**src/rtl/iocs_pkg.sv**
```systemverilog
package iocs_pkg;
   localparam int CLK_MHZ = 10;
   localparam int CNT_W = 16;

   localparam logic [7:0] OSC_CONTROL_OFFSET = 8'h00;
   localparam logic [7:0] OSC_STATUS_OFFSET = 8'h04;

   localparam int CTRL_PLL_EN_BIT = 7;
   localparam int CTRL_FREQ_LSB = 3;
   localparam int CTRL_SCS_LSB = 0;
   localparam int STAT_PLL_READY_BIT = 6;
   localparam int STAT_CFG_SRC_BIT = 5;
   localparam int STAT_HF_READY_BIT = 4;
   localparam int STAT_HF_LOCKED_BIT = 3;
   localparam int STAT_MF_READY_BIT = 2;
   localparam int STAT_LF_READY_BIT = 1;
   localparam int STAT_HF_STABLE_BIT = 0;

   localparam logic SW_PLL_RESET = 1'b0;
   localparam logic [3:0] FREQ_RESET = 4'h7;
   localparam logic [1:0] SCS_RESET = 2'h0;

   localparam logic [3:0] FREQ_PLL_CAPABLE = 4'he;
   localparam logic [3:0] FREQ_HF_SLOWEST = 4'h3;
   localparam logic [3:0] FREQ_MF_SLOWEST = 4'h2;
   localparam logic [1:0] SCS_CONFIG = 2'h0;
   localparam logic [1:0] SCS_RESERVED = 2'h1;
   localparam logic [1:0] CFG_SRC_INTERNAL = 2'h0;

   // least times round up to whole aclk cycles
   localparam int HF_START_NS = 2000;
   localparam int HF_START_CYC = (HF_START_NS * CLK_MHZ + 999) / 1000;
   localparam int LF_START_CYC = 1;
   localparam int EXT_WAKE_CYC = 2;
   localparam int PLL_LOCK_US = 2000;
   localparam int PLL_LOCK_CYC = PLL_LOCK_US * CLK_MHZ;
   localparam int WARMUP_CYC_DEFAULT = 16;

   localparam logic [1:0] RESP_OKAY = 2'h0;
   localparam logic [1:0] RESP_SLVERR = 2'h2;

   typedef struct packed {
      logic ext;
      logic hf;
      logic mf;
      logic lf;
      logic pll;
   } iocs_levels_t;

   typedef struct packed {
      logic hf;
      logic mf;
      logic lf;
      logic pll;
   } iocs_osc_en_t;

   typedef enum logic [2:0] {
      SRC_LF = 3'h0,
      SRC_MF = 3'h1,
      SRC_HF = 3'h2,
      SRC_PLL = 3'h3,
      SRC_EXT = 3'h4
   } iocs_src_t;

   typedef enum logic [2:0] {
      ST_IDLE = 3'h0,
      ST_STARTUP = 3'h1,
      ST_WAIT_FALL = 3'h3,
      ST_HOLD_LOW = 3'h2,
      ST_STATUS = 3'h6,
      ST_DONE = 3'h7
   } iocs_state_t;

   function automatic logic iocs_addr_mapped(input logic [7:0] addr);
      return (addr == OSC_CONTROL_OFFSET) || (addr == OSC_STATUS_OFFSET);
   endfunction
endpackage

```
**src/rtl/iocs_axil_slave.sv**
```systemverilog
`timescale 1ns/10ps
module iocs_axil_slave (
   input wire logic aclk,
   input wire logic aresetn,
   input wire logic awvalid,
   output logic awready,
   input wire logic [7:0] awaddr,
   input wire logic wvalid,
   output logic wready,
   input wire logic [31:0] wdata,
   input wire logic [3:0] wstrb,
   output logic bvalid,
   input wire logic bready,
   output logic [1:0] bresp,
   input wire logic arvalid,
   output logic arready,
   input wire logic [7:0] araddr,
   output logic rvalid,
   input wire logic rready,
   output logic [31:0] rdata,
   output logic [1:0] rresp,
   output logic wr_en,
   output logic [7:0] wr_addr,
   output logic [7:0] wr_data,
   input wire logic [7:0] rd_data
);
   import iocs_pkg::*;

   logic aw_have_ff, nxt_aw_have;
   logic w_have_ff, nxt_w_have;
   logic [7:0] addr_ff, nxt_addr;
   logic [7:0] data_ff, nxt_data;
   logic strb_ff, nxt_strb;
   logic bvalid_ff, nxt_bvalid;
   logic [1:0] bresp_ff, nxt_bresp;
   logic rvalid_ff, nxt_rvalid;
   logic [31:0] rdata_ff, nxt_rdata;
   logic [1:0] rresp_ff, nxt_rresp;
   logic wr_en_ff, nxt_wr_en;

   //////////////////////////////////////////////////////////////////////////////
   // address and data are taken in either order; the response waits for both
   always_comb begin
      nxt_aw_have = aw_have_ff;
      nxt_w_have = w_have_ff;
      nxt_addr = addr_ff;
      nxt_data = data_ff;
      nxt_strb = strb_ff;
      nxt_bvalid = bvalid_ff;
      nxt_bresp = bresp_ff;
      nxt_wr_en = 1'b0;
      if (awvalid && !aw_have_ff) begin
         nxt_aw_have = 1'b1;
         nxt_addr = awaddr;
      end
      if (wvalid && !w_have_ff) begin
         nxt_w_have = 1'b1;
         nxt_data = wdata[7:0];
         nxt_strb = wstrb[0];
      end
      if (aw_have_ff && w_have_ff && !bvalid_ff) begin
         nxt_bvalid = 1'b1;
         nxt_bresp = iocs_addr_mapped(addr_ff) ? RESP_OKAY : RESP_SLVERR;
         nxt_wr_en = iocs_addr_mapped(addr_ff) && strb_ff;
      end
      if (bvalid_ff && bready) begin
         nxt_bvalid = 1'b0;
         nxt_aw_have = 1'b0;
         nxt_w_have = 1'b0;
      end
   end

   // read data is sampled at the address handshake, one cycle to rvalid
   always_comb begin
      nxt_rvalid = rvalid_ff;
      nxt_rdata = rdata_ff;
      nxt_rresp = rresp_ff;
      if (arvalid && !rvalid_ff) begin
         nxt_rvalid = 1'b1;
         nxt_rdata = {24'h000000, iocs_addr_mapped(araddr) ? rd_data : 8'h00};
         nxt_rresp = iocs_addr_mapped(araddr) ? RESP_OKAY : RESP_SLVERR;
      end else if (rvalid_ff && rready) begin
         nxt_rvalid = 1'b0;
      end
   end

   always_ff @(posedge aclk) begin
      if (!aresetn) begin
         aw_have_ff <= 1'b0;
         w_have_ff <= 1'b0;
         addr_ff <= 8'h00;
         data_ff <= 8'h00;
         strb_ff <= 1'b0;
         bvalid_ff <= 1'b0;
         bresp_ff <= RESP_OKAY;
         rvalid_ff <= 1'b0;
         rdata_ff <= 32'h00000000;
         rresp_ff <= RESP_OKAY;
         wr_en_ff <= 1'b0;
      end else begin
         aw_have_ff <= nxt_aw_have;
         w_have_ff <= nxt_w_have;
         addr_ff <= nxt_addr;
         data_ff <= nxt_data;
         strb_ff <= nxt_strb;
         bvalid_ff <= nxt_bvalid;
         bresp_ff <= nxt_bresp;
         rvalid_ff <= nxt_rvalid;
         rdata_ff <= nxt_rdata;
         rresp_ff <= nxt_rresp;
         wr_en_ff <= nxt_wr_en;
      end
   end

   assign awready = !aw_have_ff;
   assign wready = !w_have_ff;
   assign bvalid = bvalid_ff;
   assign bresp = bresp_ff;
   assign arready = !rvalid_ff;
   assign rvalid = rvalid_ff;
   assign rdata = rdata_ff;
   assign rresp = rresp_ff;
   assign wr_en = wr_en_ff;
   assign wr_addr = addr_ff;
   assign wr_data = data_ff;
endmodule // iocs_axil_slave

```
**src/rtl/iocs_clock_select.sv**
```systemverilog
// Register access over AXI4-Lite and the register addresses were decided locally.
`timescale 1ns/10ps
module iocs_clock_select #(
   parameter int PLL_LOCK_CYCLES = iocs_pkg::PLL_LOCK_CYC,
   parameter int WARMUP_CYCLES = iocs_pkg::WARMUP_CYC_DEFAULT
) (
   input wire logic aclk,
   input wire logic aresetn,
   input wire logic awvalid,
   output logic awready,
   input wire logic [7:0] awaddr,
   input wire logic wvalid,
   output logic wready,
   input wire logic [31:0] wdata,
   input wire logic [3:0] wstrb,
   output logic bvalid,
   input wire logic bready,
   output logic [1:0] bresp,
   input wire logic arvalid,
   output logic arready,
   input wire logic [7:0] araddr,
   output logic rvalid,
   input wire logic rready,
   output logic [31:0] rdata,
   output logic [1:0] rresp,
   input wire logic [1:0] config_clock_source,
   input wire logic config_pll_enable,
   input wire logic sleep_mode,
   input wire iocs_pkg::iocs_levels_t osc_levels,
   output logic sys_clk_ff,
   output iocs_pkg::iocs_osc_en_t osc_enable_ff,
   output logic [3:0] postscale_sel_ff,
   output iocs_pkg::iocs_src_t active_src_ff,
   output logic switch_busy_ff
);
   import iocs_pkg::*;

   localparam logic [CNT_W-1:0] PLL_LOCK_N = CNT_W'(PLL_LOCK_CYCLES);
   localparam logic [CNT_W-1:0] WARMUP_N = CNT_W'(WARMUP_CYCLES);

   logic wr_en;
   logic [7:0] wr_addr;
   logic [7:0] wr_data;
   logic [7:0] rd_data;

   logic software_pll_enable_ff, nxt_software_pll_enable;
   logic [3:0] internal_freq_select_ff, nxt_internal_freq_select;
   logic [1:0] system_clock_select_ff, nxt_system_clock_select;

   iocs_state_t state_ff, nxt_state;
   iocs_src_t tgt_src_ff, nxt_tgt_src;
   iocs_src_t nxt_active_src;
   iocs_src_t want_src;
   iocs_osc_en_t nxt_osc_enable;
   logic [3:0] tgt_freq_ff, nxt_tgt_freq;
   logic [3:0] nxt_postscale_sel;
   logic [2:0] run_ff, nxt_run;
   logic [CNT_W-1:0] cnt_ff, nxt_cnt;
   logic wake_pend_ff, nxt_wake_pend;
   logic live_ff, nxt_live;
   logic prev_new_ff, nxt_prev_new;
   logic nxt_sys_clk;
   logic nxt_switch_busy;
   logic pll_on;
   logic [CNT_W-1:0] pll_cnt_ff, nxt_pll_cnt;
   logic pll_ready_ff, nxt_pll_ready;
   logic old_level;
   logic new_level;

   //////////////////////////////////////////////////////////////////////////////
   // frequency field decode
   function automatic iocs_src_t freq_src(input logic [3:0] freq);
      if (freq[3:1] == 3'h0) begin
         return SRC_LF;
      end else if (freq == FREQ_MF_SLOWEST) begin
         return SRC_MF;
      end else if (freq == FREQ_HF_SLOWEST) begin
         return SRC_HF;
      end else if (!freq[3]) begin
         return SRC_MF;
      end
      return SRC_HF;
   endfunction

   function automatic logic [2:0] src_osc(input iocs_src_t src);
      unique case (src)
         SRC_LF: return 3'h1;
         SRC_MF: return 3'h2;
         SRC_HF, SRC_PLL: return 3'h4;
         default: return 3'h0;
      endcase
   endfunction

   function automatic logic src_level(input iocs_src_t src, input iocs_levels_t lv);
      unique case (src)
         SRC_LF: return lv.lf;
         SRC_MF: return lv.mf;
         SRC_HF: return lv.hf;
         SRC_PLL: return lv.pll;
         default: return lv.ext;
      endcase
   endfunction

   function automatic logic [CNT_W-1:0] start_cyc(input iocs_src_t src);
      unique case (src)
         SRC_LF: return CNT_W'(LF_START_CYC);
         SRC_EXT: return CNT_W'(0);
         default: return CNT_W'(HF_START_CYC);
      endcase
   endfunction

   //////////////////////////////////////////////////////////////////////////////
   iocs_axil_slave u_axil (
      .aclk(aclk),
      .aresetn(aresetn),
      .awvalid(awvalid),
      .awready(awready),
      .awaddr(awaddr),
      .wvalid(wvalid),
      .wready(wready),
      .wdata(wdata),
      .wstrb(wstrb),
      .bvalid(bvalid),
      .bready(bready),
      .bresp(bresp),
      .arvalid(arvalid),
      .arready(arready),
      .araddr(araddr),
      .rvalid(rvalid),
      .rready(rready),
      .rdata(rdata),
      .rresp(rresp),
      .wr_en(wr_en),
      .wr_addr(wr_addr),
      .wr_data(wr_data),
      .rd_data(rd_data)
   );

   always_comb begin
      nxt_software_pll_enable = software_pll_enable_ff;
      nxt_internal_freq_select = internal_freq_select_ff;
      nxt_system_clock_select = system_clock_select_ff;
      // only software writes the select field
      if (wr_en && (wr_addr == OSC_CONTROL_OFFSET)) begin
         nxt_software_pll_enable = wr_data[CTRL_PLL_EN_BIT];
         nxt_internal_freq_select = wr_data[CTRL_FREQ_LSB +: 4];
         nxt_system_clock_select = wr_data[CTRL_SCS_LSB +: 2];
      end
   end

   // bit 2 of the control word reads zero
   always_comb begin
      rd_data = 8'h00;
      if (araddr == OSC_CONTROL_OFFSET) begin
         rd_data[CTRL_PLL_EN_BIT] = software_pll_enable_ff;
         rd_data[CTRL_FREQ_LSB +: 4] = internal_freq_select_ff;
         rd_data[CTRL_SCS_LSB +: 2] = system_clock_select_ff;
      end else begin
         rd_data[STAT_PLL_READY_BIT] = pll_ready_ff;
         rd_data[STAT_CFG_SRC_BIT] = (active_src_ff == SRC_EXT);
         rd_data[STAT_HF_READY_BIT] = run_ff[2];
         rd_data[STAT_HF_LOCKED_BIT] = run_ff[2];
         rd_data[STAT_MF_READY_BIT] = run_ff[1];
         rd_data[STAT_LF_READY_BIT] = run_ff[0];
         rd_data[STAT_HF_STABLE_BIT] = run_ff[2];
      end
   end

   //////////////////////////////////////////////////////////////////////////////
   // config enable forces PLL on
   assign pll_on = config_pll_enable || software_pll_enable_ff;

   always_comb begin
      nxt_pll_cnt = pll_cnt_ff;
      nxt_pll_ready = pll_ready_ff;
      if (!pll_on || sleep_mode) begin
         nxt_pll_cnt = CNT_W'(0);
         nxt_pll_ready = 1'b0;
      end else if (pll_cnt_ff != PLL_LOCK_N) begin
         nxt_pll_cnt = pll_cnt_ff + CNT_W'(1);
      end else begin
         nxt_pll_ready = 1'b1;
      end
   end

   // select decode; reserved code keeps the running source
   always_comb begin
      want_src = active_src_ff;
      if (system_clock_select_ff == SCS_RESERVED) begin
         want_src = active_src_ff;
      end else if (system_clock_select_ff == SCS_CONFIG
                   && config_clock_source != CFG_SRC_INTERNAL) begin
         want_src = SRC_EXT;
      end else begin
         want_src = freq_src(internal_freq_select_ff);
         // PLL only via select 00 and 1110
         if (system_clock_select_ff == SCS_CONFIG && pll_on
             && internal_freq_select_ff == FREQ_PLL_CAPABLE) begin
            want_src = SRC_PLL;
         end
      end
   end

   assign old_level = live_ff && src_level(active_src_ff, osc_levels);
   assign new_level = src_level(tgt_src_ff, osc_levels);

   //////////////////////////////////////////////////////////////////////////////
   always_comb begin
      nxt_state = state_ff;
      nxt_tgt_src = tgt_src_ff;
      nxt_tgt_freq = tgt_freq_ff;
      nxt_active_src = active_src_ff;
      nxt_postscale_sel = postscale_sel_ff;
      nxt_run = run_ff;
      nxt_cnt = cnt_ff;
      nxt_wake_pend = wake_pend_ff;
      nxt_live = live_ff;
      nxt_prev_new = new_level;
      nxt_switch_busy = 1'b1;
      nxt_sys_clk = old_level;
      unique case (state_ff)
         ST_IDLE: begin
            nxt_switch_busy = 1'b0;
            if (sleep_mode) begin
               nxt_run = 3'h0;
               nxt_live = 1'b0;
               nxt_wake_pend = 1'b1;
               nxt_sys_clk = 1'b0;
            end else if (wake_pend_ff || want_src != active_src_ff
                         || (want_src != SRC_EXT
                             && internal_freq_select_ff != postscale_sel_ff)) begin
               nxt_state = ST_STARTUP;
               nxt_switch_busy = 1'b1;
               nxt_tgt_src = want_src;
               nxt_tgt_freq = internal_freq_select_ff;
               nxt_cnt = CNT_W'(0);
               if (wake_pend_ff) begin
                  nxt_cnt = (want_src == SRC_EXT) ? CNT_W'(EXT_WAKE_CYC) : WARMUP_N;
               // delay only when the oscillator is off
               end else if ((run_ff & src_osc(want_src)) == 3'h0) begin
                  nxt_cnt = start_cyc(want_src);
               end
            end
         end
         ST_STARTUP: begin
            if (cnt_ff != CNT_W'(0)) begin
               nxt_cnt = cnt_ff - CNT_W'(1);
            end else if (tgt_src_ff != SRC_PLL || pll_ready_ff) begin
               nxt_run = run_ff | src_osc(tgt_src_ff);
               nxt_state = ST_WAIT_FALL;
            end
         end
         // old clock low first, then hold low for a new rising edge
         ST_WAIT_FALL: begin
            if (!old_level) begin
               nxt_state = ST_HOLD_LOW;
               nxt_live = 1'b0;
               nxt_sys_clk = 1'b0;
            end
         end
         ST_HOLD_LOW: begin
            nxt_sys_clk = 1'b0;
            // switch only on a clean low-to-high edge
            if (new_level && !prev_new_ff) begin
               nxt_state = ST_STATUS;
               nxt_live = 1'b1;
               nxt_active_src = tgt_src_ff;
               nxt_postscale_sel = tgt_freq_ff;
               nxt_sys_clk = 1'b1;
            end
         end
         // status follows activation; idle HF, MF and LF oscillators shut down, the PLL follows its own enable
         ST_STATUS: begin
            nxt_run = src_osc(active_src_ff);
            nxt_wake_pend = 1'b0;
            nxt_state = ST_DONE;
         end
         ST_DONE: begin
            nxt_switch_busy = 1'b0;
            nxt_state = ST_IDLE;
         end
         default: begin
            nxt_state = ST_IDLE;
         end
      endcase
      nxt_osc_enable.hf = nxt_run[2] || (nxt_switch_busy && src_osc(nxt_tgt_src) == 3'h4);
      nxt_osc_enable.mf = nxt_run[1] || (nxt_switch_busy && src_osc(nxt_tgt_src) == 3'h2);
      nxt_osc_enable.lf = nxt_run[0] || (nxt_switch_busy && src_osc(nxt_tgt_src) == 3'h1);
      nxt_osc_enable.pll = pll_on && !sleep_mode;
   end

   //////////////////////////////////////////////////////////////////////////////
   always_ff @(posedge aclk) begin
      if (!aresetn) begin
         software_pll_enable_ff <= SW_PLL_RESET;
         internal_freq_select_ff <= FREQ_RESET;
         system_clock_select_ff <= SCS_RESET;
         pll_cnt_ff <= CNT_W'(0);
         pll_ready_ff <= 1'b0;
         state_ff <= ST_IDLE;
         tgt_src_ff <= SRC_MF;
         tgt_freq_ff <= FREQ_RESET;
         active_src_ff <= SRC_MF;
         postscale_sel_ff <= FREQ_RESET;
         run_ff <= 3'h0;
         cnt_ff <= CNT_W'(0);
         wake_pend_ff <= 1'b1;
         live_ff <= 1'b0;
         prev_new_ff <= 1'b0;
         sys_clk_ff <= 1'b0;
         switch_busy_ff <= 1'b0;
         osc_enable_ff <= '0;
      end else begin
         software_pll_enable_ff <= nxt_software_pll_enable;
         internal_freq_select_ff <= nxt_internal_freq_select;
         system_clock_select_ff <= nxt_system_clock_select;
         pll_cnt_ff <= nxt_pll_cnt;
         pll_ready_ff <= nxt_pll_ready;
         state_ff <= nxt_state;
         tgt_src_ff <= nxt_tgt_src;
         tgt_freq_ff <= nxt_tgt_freq;
         active_src_ff <= nxt_active_src;
         postscale_sel_ff <= nxt_postscale_sel;
         run_ff <= nxt_run;
         cnt_ff <= nxt_cnt;
         wake_pend_ff <= nxt_wake_pend;
         live_ff <= nxt_live;
         prev_new_ff <= nxt_prev_new;
         sys_clk_ff <= nxt_sys_clk;
         switch_busy_ff <= nxt_switch_busy;
         osc_enable_ff <= nxt_osc_enable;
      end
   end
endmodule // iocs_clock_select

```
**config.mk**
```make
export PLATFORM = sky130hd
export DESIGN_NAME = iocs_clock_select
export DESIGN_NICKNAME = d
export VERILOG_FILES = /design/src/rtl/iocs_pkg.sv /design/src/rtl/iocs_axil_slave.sv /design/src/rtl/iocs_clock_select.sv
export SDC_FILE = /design/constraint.sdc
export NUM_CORES = 1
export LEC_CHECK = 0
export BUFFER_PORTS_ARGS = -buffer_cell sky130_fd_sc_hd__clkbuf_2
export CORE_AREA = 2 2 98 100
export DETAILED_ROUTE_END_ITERATION = 6
export DIE_AREA = 0 0 100 102
export PLACE_DENSITY = 0.78
export SETUP_SLACK_MARGIN = 0.2
export SLEW_MARGIN = 40
export SYNTH_ARGS = -nofsm -noshare
export SYNTH_HDL_FRONTEND = slang
export SYNTH_SLANG_ARGS = --single-unit
```
**constraint.sdc**
```tcl
create_clock -name aclk -period 2.9 [get_ports aclk]
set_input_delay 0.29 -clock aclk [delete_from_list [all_inputs] [get_ports aclk]]
set_output_delay 0.29 -clock aclk [all_outputs]
set_load 0.05 [all_outputs]
```
# Yosys cells after proc, flatten, opt, wreduce, memory -nomap -nowiden

Index checks and enable logic that the tools add are counted.

Bits in registers: 103
Logic and storage cells: 215

Add/sub/neg operators: 2
Equality and inequality tests: 41
Multiplexer cells: 71
Bitwise logic cells: 4
Reductions and logical operators: 65

Operator list:

| kind                                                                  | number |
|---|---|
| 3-bit 2-to-1 mux                                                      | 27 |
| 16-bit 2-to-1 mux                                                     | 3 |
| 3-bit case mux with 3 select lines                                    | 5 |
| 3-bit by 2-bit == test with 1-bit output (second input constant)      | 11 |
| 16-bit case mux with 2 select lines                                   | 1 |
| 3-bit logical NOT                                                     | 7 |
| 1-bit logical AND                                                     | 19 |
| 1-bit 2-to-1 mux                                                      | 19 |
| 3-bit by 1-bit == test with 1-bit output (second input constant)      | 6 |
| 16-bit by 1-bit adder with 16-bit output (second input constant)      | 1 |
| 8-bit by 3-bit == test with 1-bit output (second input constant)      | 2 |
| 8-bit logical NOT                                                     | 2 |
| 16-bit by 15-bit != test with 1-bit output (second input constant)    | 1 |
| 2-bit != test (second input constant)                                 | 8 |
| 16-bit nonzero test                                                   | 1 |
| 16-bit by 1-bit subtractor with 16-bit output (second input constant) | 1 |
| 3-bit == test (second input constant)                                 | 5 |
| 5-bit 2-to-1 mux                                                      | 3 |
| 3-bit case mux with 5 select lines                                    | 1 |
| 2-bit OR reduction                                                    | 6 |
| 1-bit logical OR                                                      | 10 |
| 5-bit case mux with 2 select lines                                    | 1 |
| 4-bit by 2-bit == test with 1-bit output (second input constant)      | 2 |
| 8-bit 2-to-1 mux                                                      | 1 |
| other kinds (22)                                                      | 40 |

# Logic depth before layout (Yosys ltp)

Depth in word-level cells: 24
Gate-level depth with buffers: 9

# Modules after synthesis

From an unflattened synthesis, not the netlist that was laid out.

Cells, all modules: 584
Area total of the unflattened synthesis: 5134.9 µm²

By module, submodules not included:

| module            | instances | cells an instance | area each (µm²) | sequential area each (µm²) |
|---|---|---|---|---|
| iocs_clock_select | 1         | 422               | 3587.2          | 1381.3 |
| iocs_axil_slave   | 1         | 162               | 1547.7          | 640.6 |

# Worst setup path before layout

No wires, ideal clock.

Path type: reg2reg
Start point: register active_src_ff[2]
End point: register cnt_ff[2]
Arrival time: 2.339 ns
Required time: 2.781 ns
Path slack: 0.442 ns
Cell stages (with the launch flop): 9
Cells stage by stage: dfxtp_1 inv_1 a211oi_2 nand3_2 a2111oi_4 a31o_2 buf_6 a21oi_1 o221a_1

Cells in the longest elaborated chain, start to end: 15
Elaborated cells on any way between the ends: 27
Classes of those cells: eq/ne (7); mux (12); bitwise (1); reduce/logical (7)

RTL lines:

| what                                     | RTL line                 | text |
|---|---|---|
| start: declaration                       | iocs_clock_select.sv:33  | `output iocs_pkg::iocs_src_t active_src_ff,` |
| start signal: assignment                 | iocs_clock_select.sv:322 | `active_src_ff <= nxt_active_src;` |
| 3-bit 2-to-1 mux                         | iocs_clock_select.sv:189 | `if (system_clock_select_ff == SCS_RESERVED) begin` |
| 3-bit by 2-bit == test with 1-bit output | iocs_clock_select.sv:86  | `unique case (src)` |
| 2-bit OR reduction                       | iocs_clock_select.sv:86  |  |
| 3-bit case mux with 3 select lines       | iocs_clock_select.sv:86  |  |
| 3-bit 2-to-1 mux                         | iocs_clock_select.sv:237 | `if (wake_pend_ff) begin` |
| 3-bit 2-to-1 mux                         | iocs_clock_select.sv:229 | `end else if (wake_pend_ff \|\| want_src != active_src_ff` |
| 3-bit 2-to-1 mux                         | iocs_clock_select.sv:224 | `if (sleep_mode) begin` |
| 3-bit 2-to-1 mux                         | iocs_clock_select.sv:221 | `unique case (state_ff)` |
| 3-bit AND                                | iocs_clock_select.sv:240 | `end else if ((run_ff & src_osc(want_src)) == 3'h0) begin` |
| 3-bit logical NOT                        | iocs_clock_select.sv:240 |  |
| 5-bit 2-to-1 mux                         | iocs_clock_select.sv:240 |  |
| 5-bit 2-to-1 mux                         | iocs_clock_select.sv:237 |  |
| 16-bit 2-to-1 mux                        | iocs_clock_select.sv:229 |  |
| 16-bit 2-to-1 mux                        | iocs_clock_select.sv:224 |  |
| 16-bit case mux with 2 select lines      | iocs_clock_select.sv:221 |  |
| end signal: assignment                   | iocs_clock_select.sv:325 | `cnt_ff <= nxt_cnt;` |
| end: declaration                         | iocs_clock_select.sv:58  | `logic [CNT_W-1:0] cnt_ff, nxt_cnt;` |

Parallel ways exist; a longest one is shown, timed or not. The select of a mux whose other input is x is not followed.
A chain may end at the register's enable or synchronous reset.

# Final worst setup path

Start point: register active_src_ff[2]
End point: register osc_enable_ff[3] (netlist name)

Cells in the longest elaborated chain, start to end: 13
Elaborated cells on any way between the ends: 28
Classes of those cells: eq/ne (9); mux (10); reduce/logical (9)

RTL lines:

| what                                                         | RTL line                                           | text |
|---|---|---|
| 3-bit 2-to-1 mux                                             | iocs_clock_select.sv:189                           |  |
| 3-bit != test, on equally long branches                      | iocs_clock_select.sv:229, iocs_clock_select.sv:230 |  |
| 1-bit logical OR / 1-bit logical AND (equally long branches) | iocs_clock_select.sv:229, iocs_clock_select.sv:231 |  |
| 1-bit logical OR                                             | iocs_clock_select.sv:230                           | `\|\| (want_src != SRC_EXT` |
| 3-bit 2-to-1 mux                                             | iocs_clock_select.sv:229                           |  |
| 3-bit 2-to-1 mux                                             | iocs_clock_select.sv:224                           |  |
| 3-bit 2-to-1 mux                                             | iocs_clock_select.sv:221                           |  |
| 3-bit by 2-bit == test with 1-bit output                     | iocs_clock_select.sv:86                            |  |
| 2-bit OR reduction                                           | iocs_clock_select.sv:86                            |  |
| 3-bit case mux with 3 select lines                           | iocs_clock_select.sv:86                            |  |
| 3-bit == test                                                | iocs_clock_select.sv:286                           | `nxt_osc_enable.hf = nxt_run[2] \|\| (nxt_switch_busy && src_osc(nxt_tgt_src) == 3'h4);` |
| 1-bit logical AND                                            | iocs_clock_select.sv:286                           |  |
| 1-bit logical OR (*)                                         | iocs_clock_select.sv:286                           |  |
| end signal: assignment                                       | iocs_clock_select.sv:331                           | `osc_enable_ff <= nxt_osc_enable;` |
| end: declaration                                             | iocs_clock_select.sv:31                            | `output iocs_pkg::iocs_osc_en_t osc_enable_ff,` |

Mark *: on every way between the ends. The rest lies on a longest branch, timed or not.

==> results.py <==
metrics = {
    "outcome": {
        "status": "complete, no violations",
    },
    "setup_path": {
        "cp-start-kind": "register",
        "reg2reg_depth": 7,
        "rr_endpoint": "osc_enable_ff[3]",
        "crit_type": "reg2reg",
        "critPathMaxFanout": 14,
        "r2r-start": "active_src_ff[2]",
        "required_ps": 3160,
        "cp_data_arrival_time_ps": 2750,
        "r2r_slack_ps": 410,
        "crit_end": "osc_enable_ff[3]",
        "crit_start": "active_src_ff[2]",
        "worst_setup_path_end_kind": "register",
    },
    "sta": {
        "hold_violations": 0,
        "fin_worst_skew_ps": 13.4,
        "post-route-period-util": 0.860,
        "slew_headroom": 0.572,
        "slew_viol_final": 0,
        "tightest_slew_ps": 641,
        "tns_ps": 0,
        "fmax_ghz": 0.401,
        "setup_viol": 0,
        "period_needed_ps": 2490,
        "rsz0062_at_grt": "false",
    },
    "clock_tree": {
        "path_clk_slew_ps": 90,
        "insertion_delay_ps": 370,
        "clock_path_buffers": 2,
        "cts_tree": "yes",
        "cts.sinks": 100,
        "cts_made_buffers": 9,
        "h-tree-depth": 3,
        "cts_root_buffer": "clkbuf_8",
    },
    "yosys": {
        "syn_avg_cell_area_sq_um": 8.61,
        "ys_warn_count": 0,
        "async_flop_share": 0,
        "synth.area.top_cells": "dfxtp_1 42%, nor2_1 8.0%, mux2i_1 7.4%",
        "synth_top_area_share": 0.425,
        "synth_cells": 547,
        "syn-cell-area_sq_um": 4710,
        "synth-seq-area-share": 0.425,
        "synth_edf_count": 0,
        "synth_top_flop_cell": "dfxtp_1",
        "ys_seq_elements": 100,
        "yosysUniqueCellTypes": 63,
        "yosys.area.top_type": "dfxtp_1",
    },
    "global_routing": {
        "grt_max_degree": 32,
        "grt_util_all_layers": 0.210,
        "overflow": 0,
        "grt_pass1_vias": 3855,
        "grt_first_pass_wirelength_mm": 17.4,
        "antenna_found_initial": 0,
    },
    "drt": {
        "wl_met3_microns": 638,
        "top_layer": "met4",
        "via_per_inst": 5.40,
        "postRouteWirelength_mm": 10.0,
        "dr_wl_met2_mm": 4.86,
        "postRouteAntennaNets": 0,
        "drtIter0Drc": 231,
        "via_count": 3897,
        "drt_first_pass_iters": 5,
        "drc": 0,
        "met1_length_mm": 4.35,
        "routedWlPerCell_microns": 13.9,
    },
    "floorplan": {
        "die_w_microns": 100,
        "coreArea_sq_um": 9110,
        "die-area_sq_um": 10200,
        "initial_core_util": 0.517,
        "dieHeight_microns": 102,
        "num_rows": 35,
        "io_pins": 122,
    },
    "worst_hold_path": {
        "holdCritStartpoint": "rready",
        "min_path_cells": 2,
        "holdCritPathClass": "in2reg",
    },
    "placed_design": {
        "place_inst": 705,
        "finalWeightedCongestion": 0.911,
        "place_area_sq_um": 5010,
        "port-buffer-count": 67,
        "dp_hpwl_mm": 7.27,
    },
    "cells_and_area": {
        "final_util": 0.575,
        "num_antenna_cells": 0,
        "multiInputGateArea_sq_um": 2480,
        "final_cells": 722,
        "seqCellArea_sq_um": 2000,
        "layout-drive-gt1-share": 0.173,
        "area_delta_synth_final_pct": 11.2,
        "final_nets": 677,
        "final_area_sq_um": 5240,
        "fillCellCount": 826,
    },
    "power_and_ir_drop": {
        "peakVddDrop_mv": 0.350,
        "static-leakage-power_nw": 2.20,
        "power.density_cell_area_nw_per_um2": 752,
    },
    "job": {
        "maxCapViolations": 0,
    },
}
==> layout by cell type (no fill, tap or decap), types with 11 or more instances in the layout <==
cell and n:
a21oi_1 31, clkbuf_2 67, conb_1 26, dfxtp_1 100, inv_1 15, mux2i_1 35
nand2_1 44, nand3_1 14, nor2_1 101, nor3_1 11, o21ai_0 17, xnor2_1 16
xor2_1 14
==> synthesized netlist by cell type, drive strengths merged, types with 4 or more instances <==
| cell type | number |
|---|---|
| nor2 | 102 |
| dfxtp | 100 |
| nand2 | 45 |
| mux2i | 35 |
| buf | 34 |
| a21oi | 31 |
| o21ai | 17 |
| xnor2 | 16 |
| inv | 15 |
| nand3 | 15 |
| xor2 | 14 |
| clkbuf | 13 |
| nor3 | 12 |
| nor2b | 9 |
| nor4 | 7 |
| or3 | 7 |
| nand2b | 6 |
| a31oi | 5 |
| and3 | 5 |
| a211oi | 4 |
| and2 | 4 |
==> how the worst min path moves through the flow <==
stage	endpoint
finish	u_axil.rvalid
global route	u_axil.rvalid
CTS	u_axil.rvalid
detailed placement	u_axil.wr_en
global placement	u_axil.wr_en
floorplan	u_axil.rvalid
==> stage by stage <==
| stage | total power [W] | setup slack, ps | hold slack (ps) |
|---|---|---|---|
| global route | 0.00417 | 207 | 105 |
| finish | 0.00394 | 406 | 96.4 |
| CTS | 0.00392 | 292 | 87.7 |
| detailed placement | 0.00300 | 334 | 440 |
| floorplan | 0.00277 | 442 | 389 |
| global placement | 0.00296 | 423 | 429 |
==> critical path, cell delays in order, from the launching register on <==
cell,delay [ps]
dfxtp_1,490
inv_1,150
a211oi_4,330
nand3_2,180
a2111oi_4,390
a31o_2,400
nor3_1,80
a221o_1,350
==> repair_timing <==
| item | 4_1_cts | 5_1_grt |
|---|---|---|
| hold buffers | 0 | 0 |
| gates resized for setup | 0 | 2 |
| buffers inserted | 0 | 1 |
| endpoints found under the setup margin | 0 | 15 |
==> layer usage <==
metal  vias to the layer above  track usage
met4                         0       0.0801
li1                       1932            -
met1                      1803        0.261
met3                        18       0.0404
met5                         -            0
met2                       144        0.366
==> cells by family (layout without fill, tap and decap cells) <==
| family | Yosys count | in the layout | share of synthesized area |
|---|---|---|---|
| AO/OA/AOI/OAI | 84 | 84 | 0.120 |
| XOR/XNOR | 30 | 30 | 0.0558 |
| adder cells (fa/ha/maj) | 3 | 3 | 0.00797 |
| buffers and inverters | 62 | 101 | 0.0725 |
| flip-flops | 100 | 100 | 0.425 |
| multiplexers | 37 | 37 | 0.0839 |
| other | 1 | 26 | 0.000796 |
| AND/OR/NAND/NOR | 230 | 230 | 0.234 |
==> power breakdown <==
group	switching, W	leakage, nW	total (W)	internal, W
Clock	0.000512	0.102	0.000925	0.000412
Combinational	0.000823	1.29	0.00134	0.000519
Sequential	0.000157	0.814	0.00167	0.00151
==> state kept, by name, summed over array words and instances (netlist names), 2 cells and up <==
signal / cells
active_src_ff: 3
tgt_freq_ff: 4
u_axil.wr_addr: 8
state_ff: 3
u_axil.rdata: 8
system_clock_select_ff: 2
u_axil.wr_data: 7
cnt_ff: 16
osc_enable_ff: 4
run_ff: 3
postscale_sel_ff: 4
tgt_src_ff: 3
pll_cnt_ff: 16
internal_freq_select_ff: 4
==> cell type report <==
cell class / count / share of cell area
clock buffers: 9 / 0.0236
clock inverters: 7 / 0.0160
inverters: 15 / 0.0107
multi-input cells: 410 / 0.473
flip-flops and latches: 100 / 0.382
well taps: 111 / 0.0265
repair buffers: 70 / 0.0683
(Power assumes the default switching activity.)
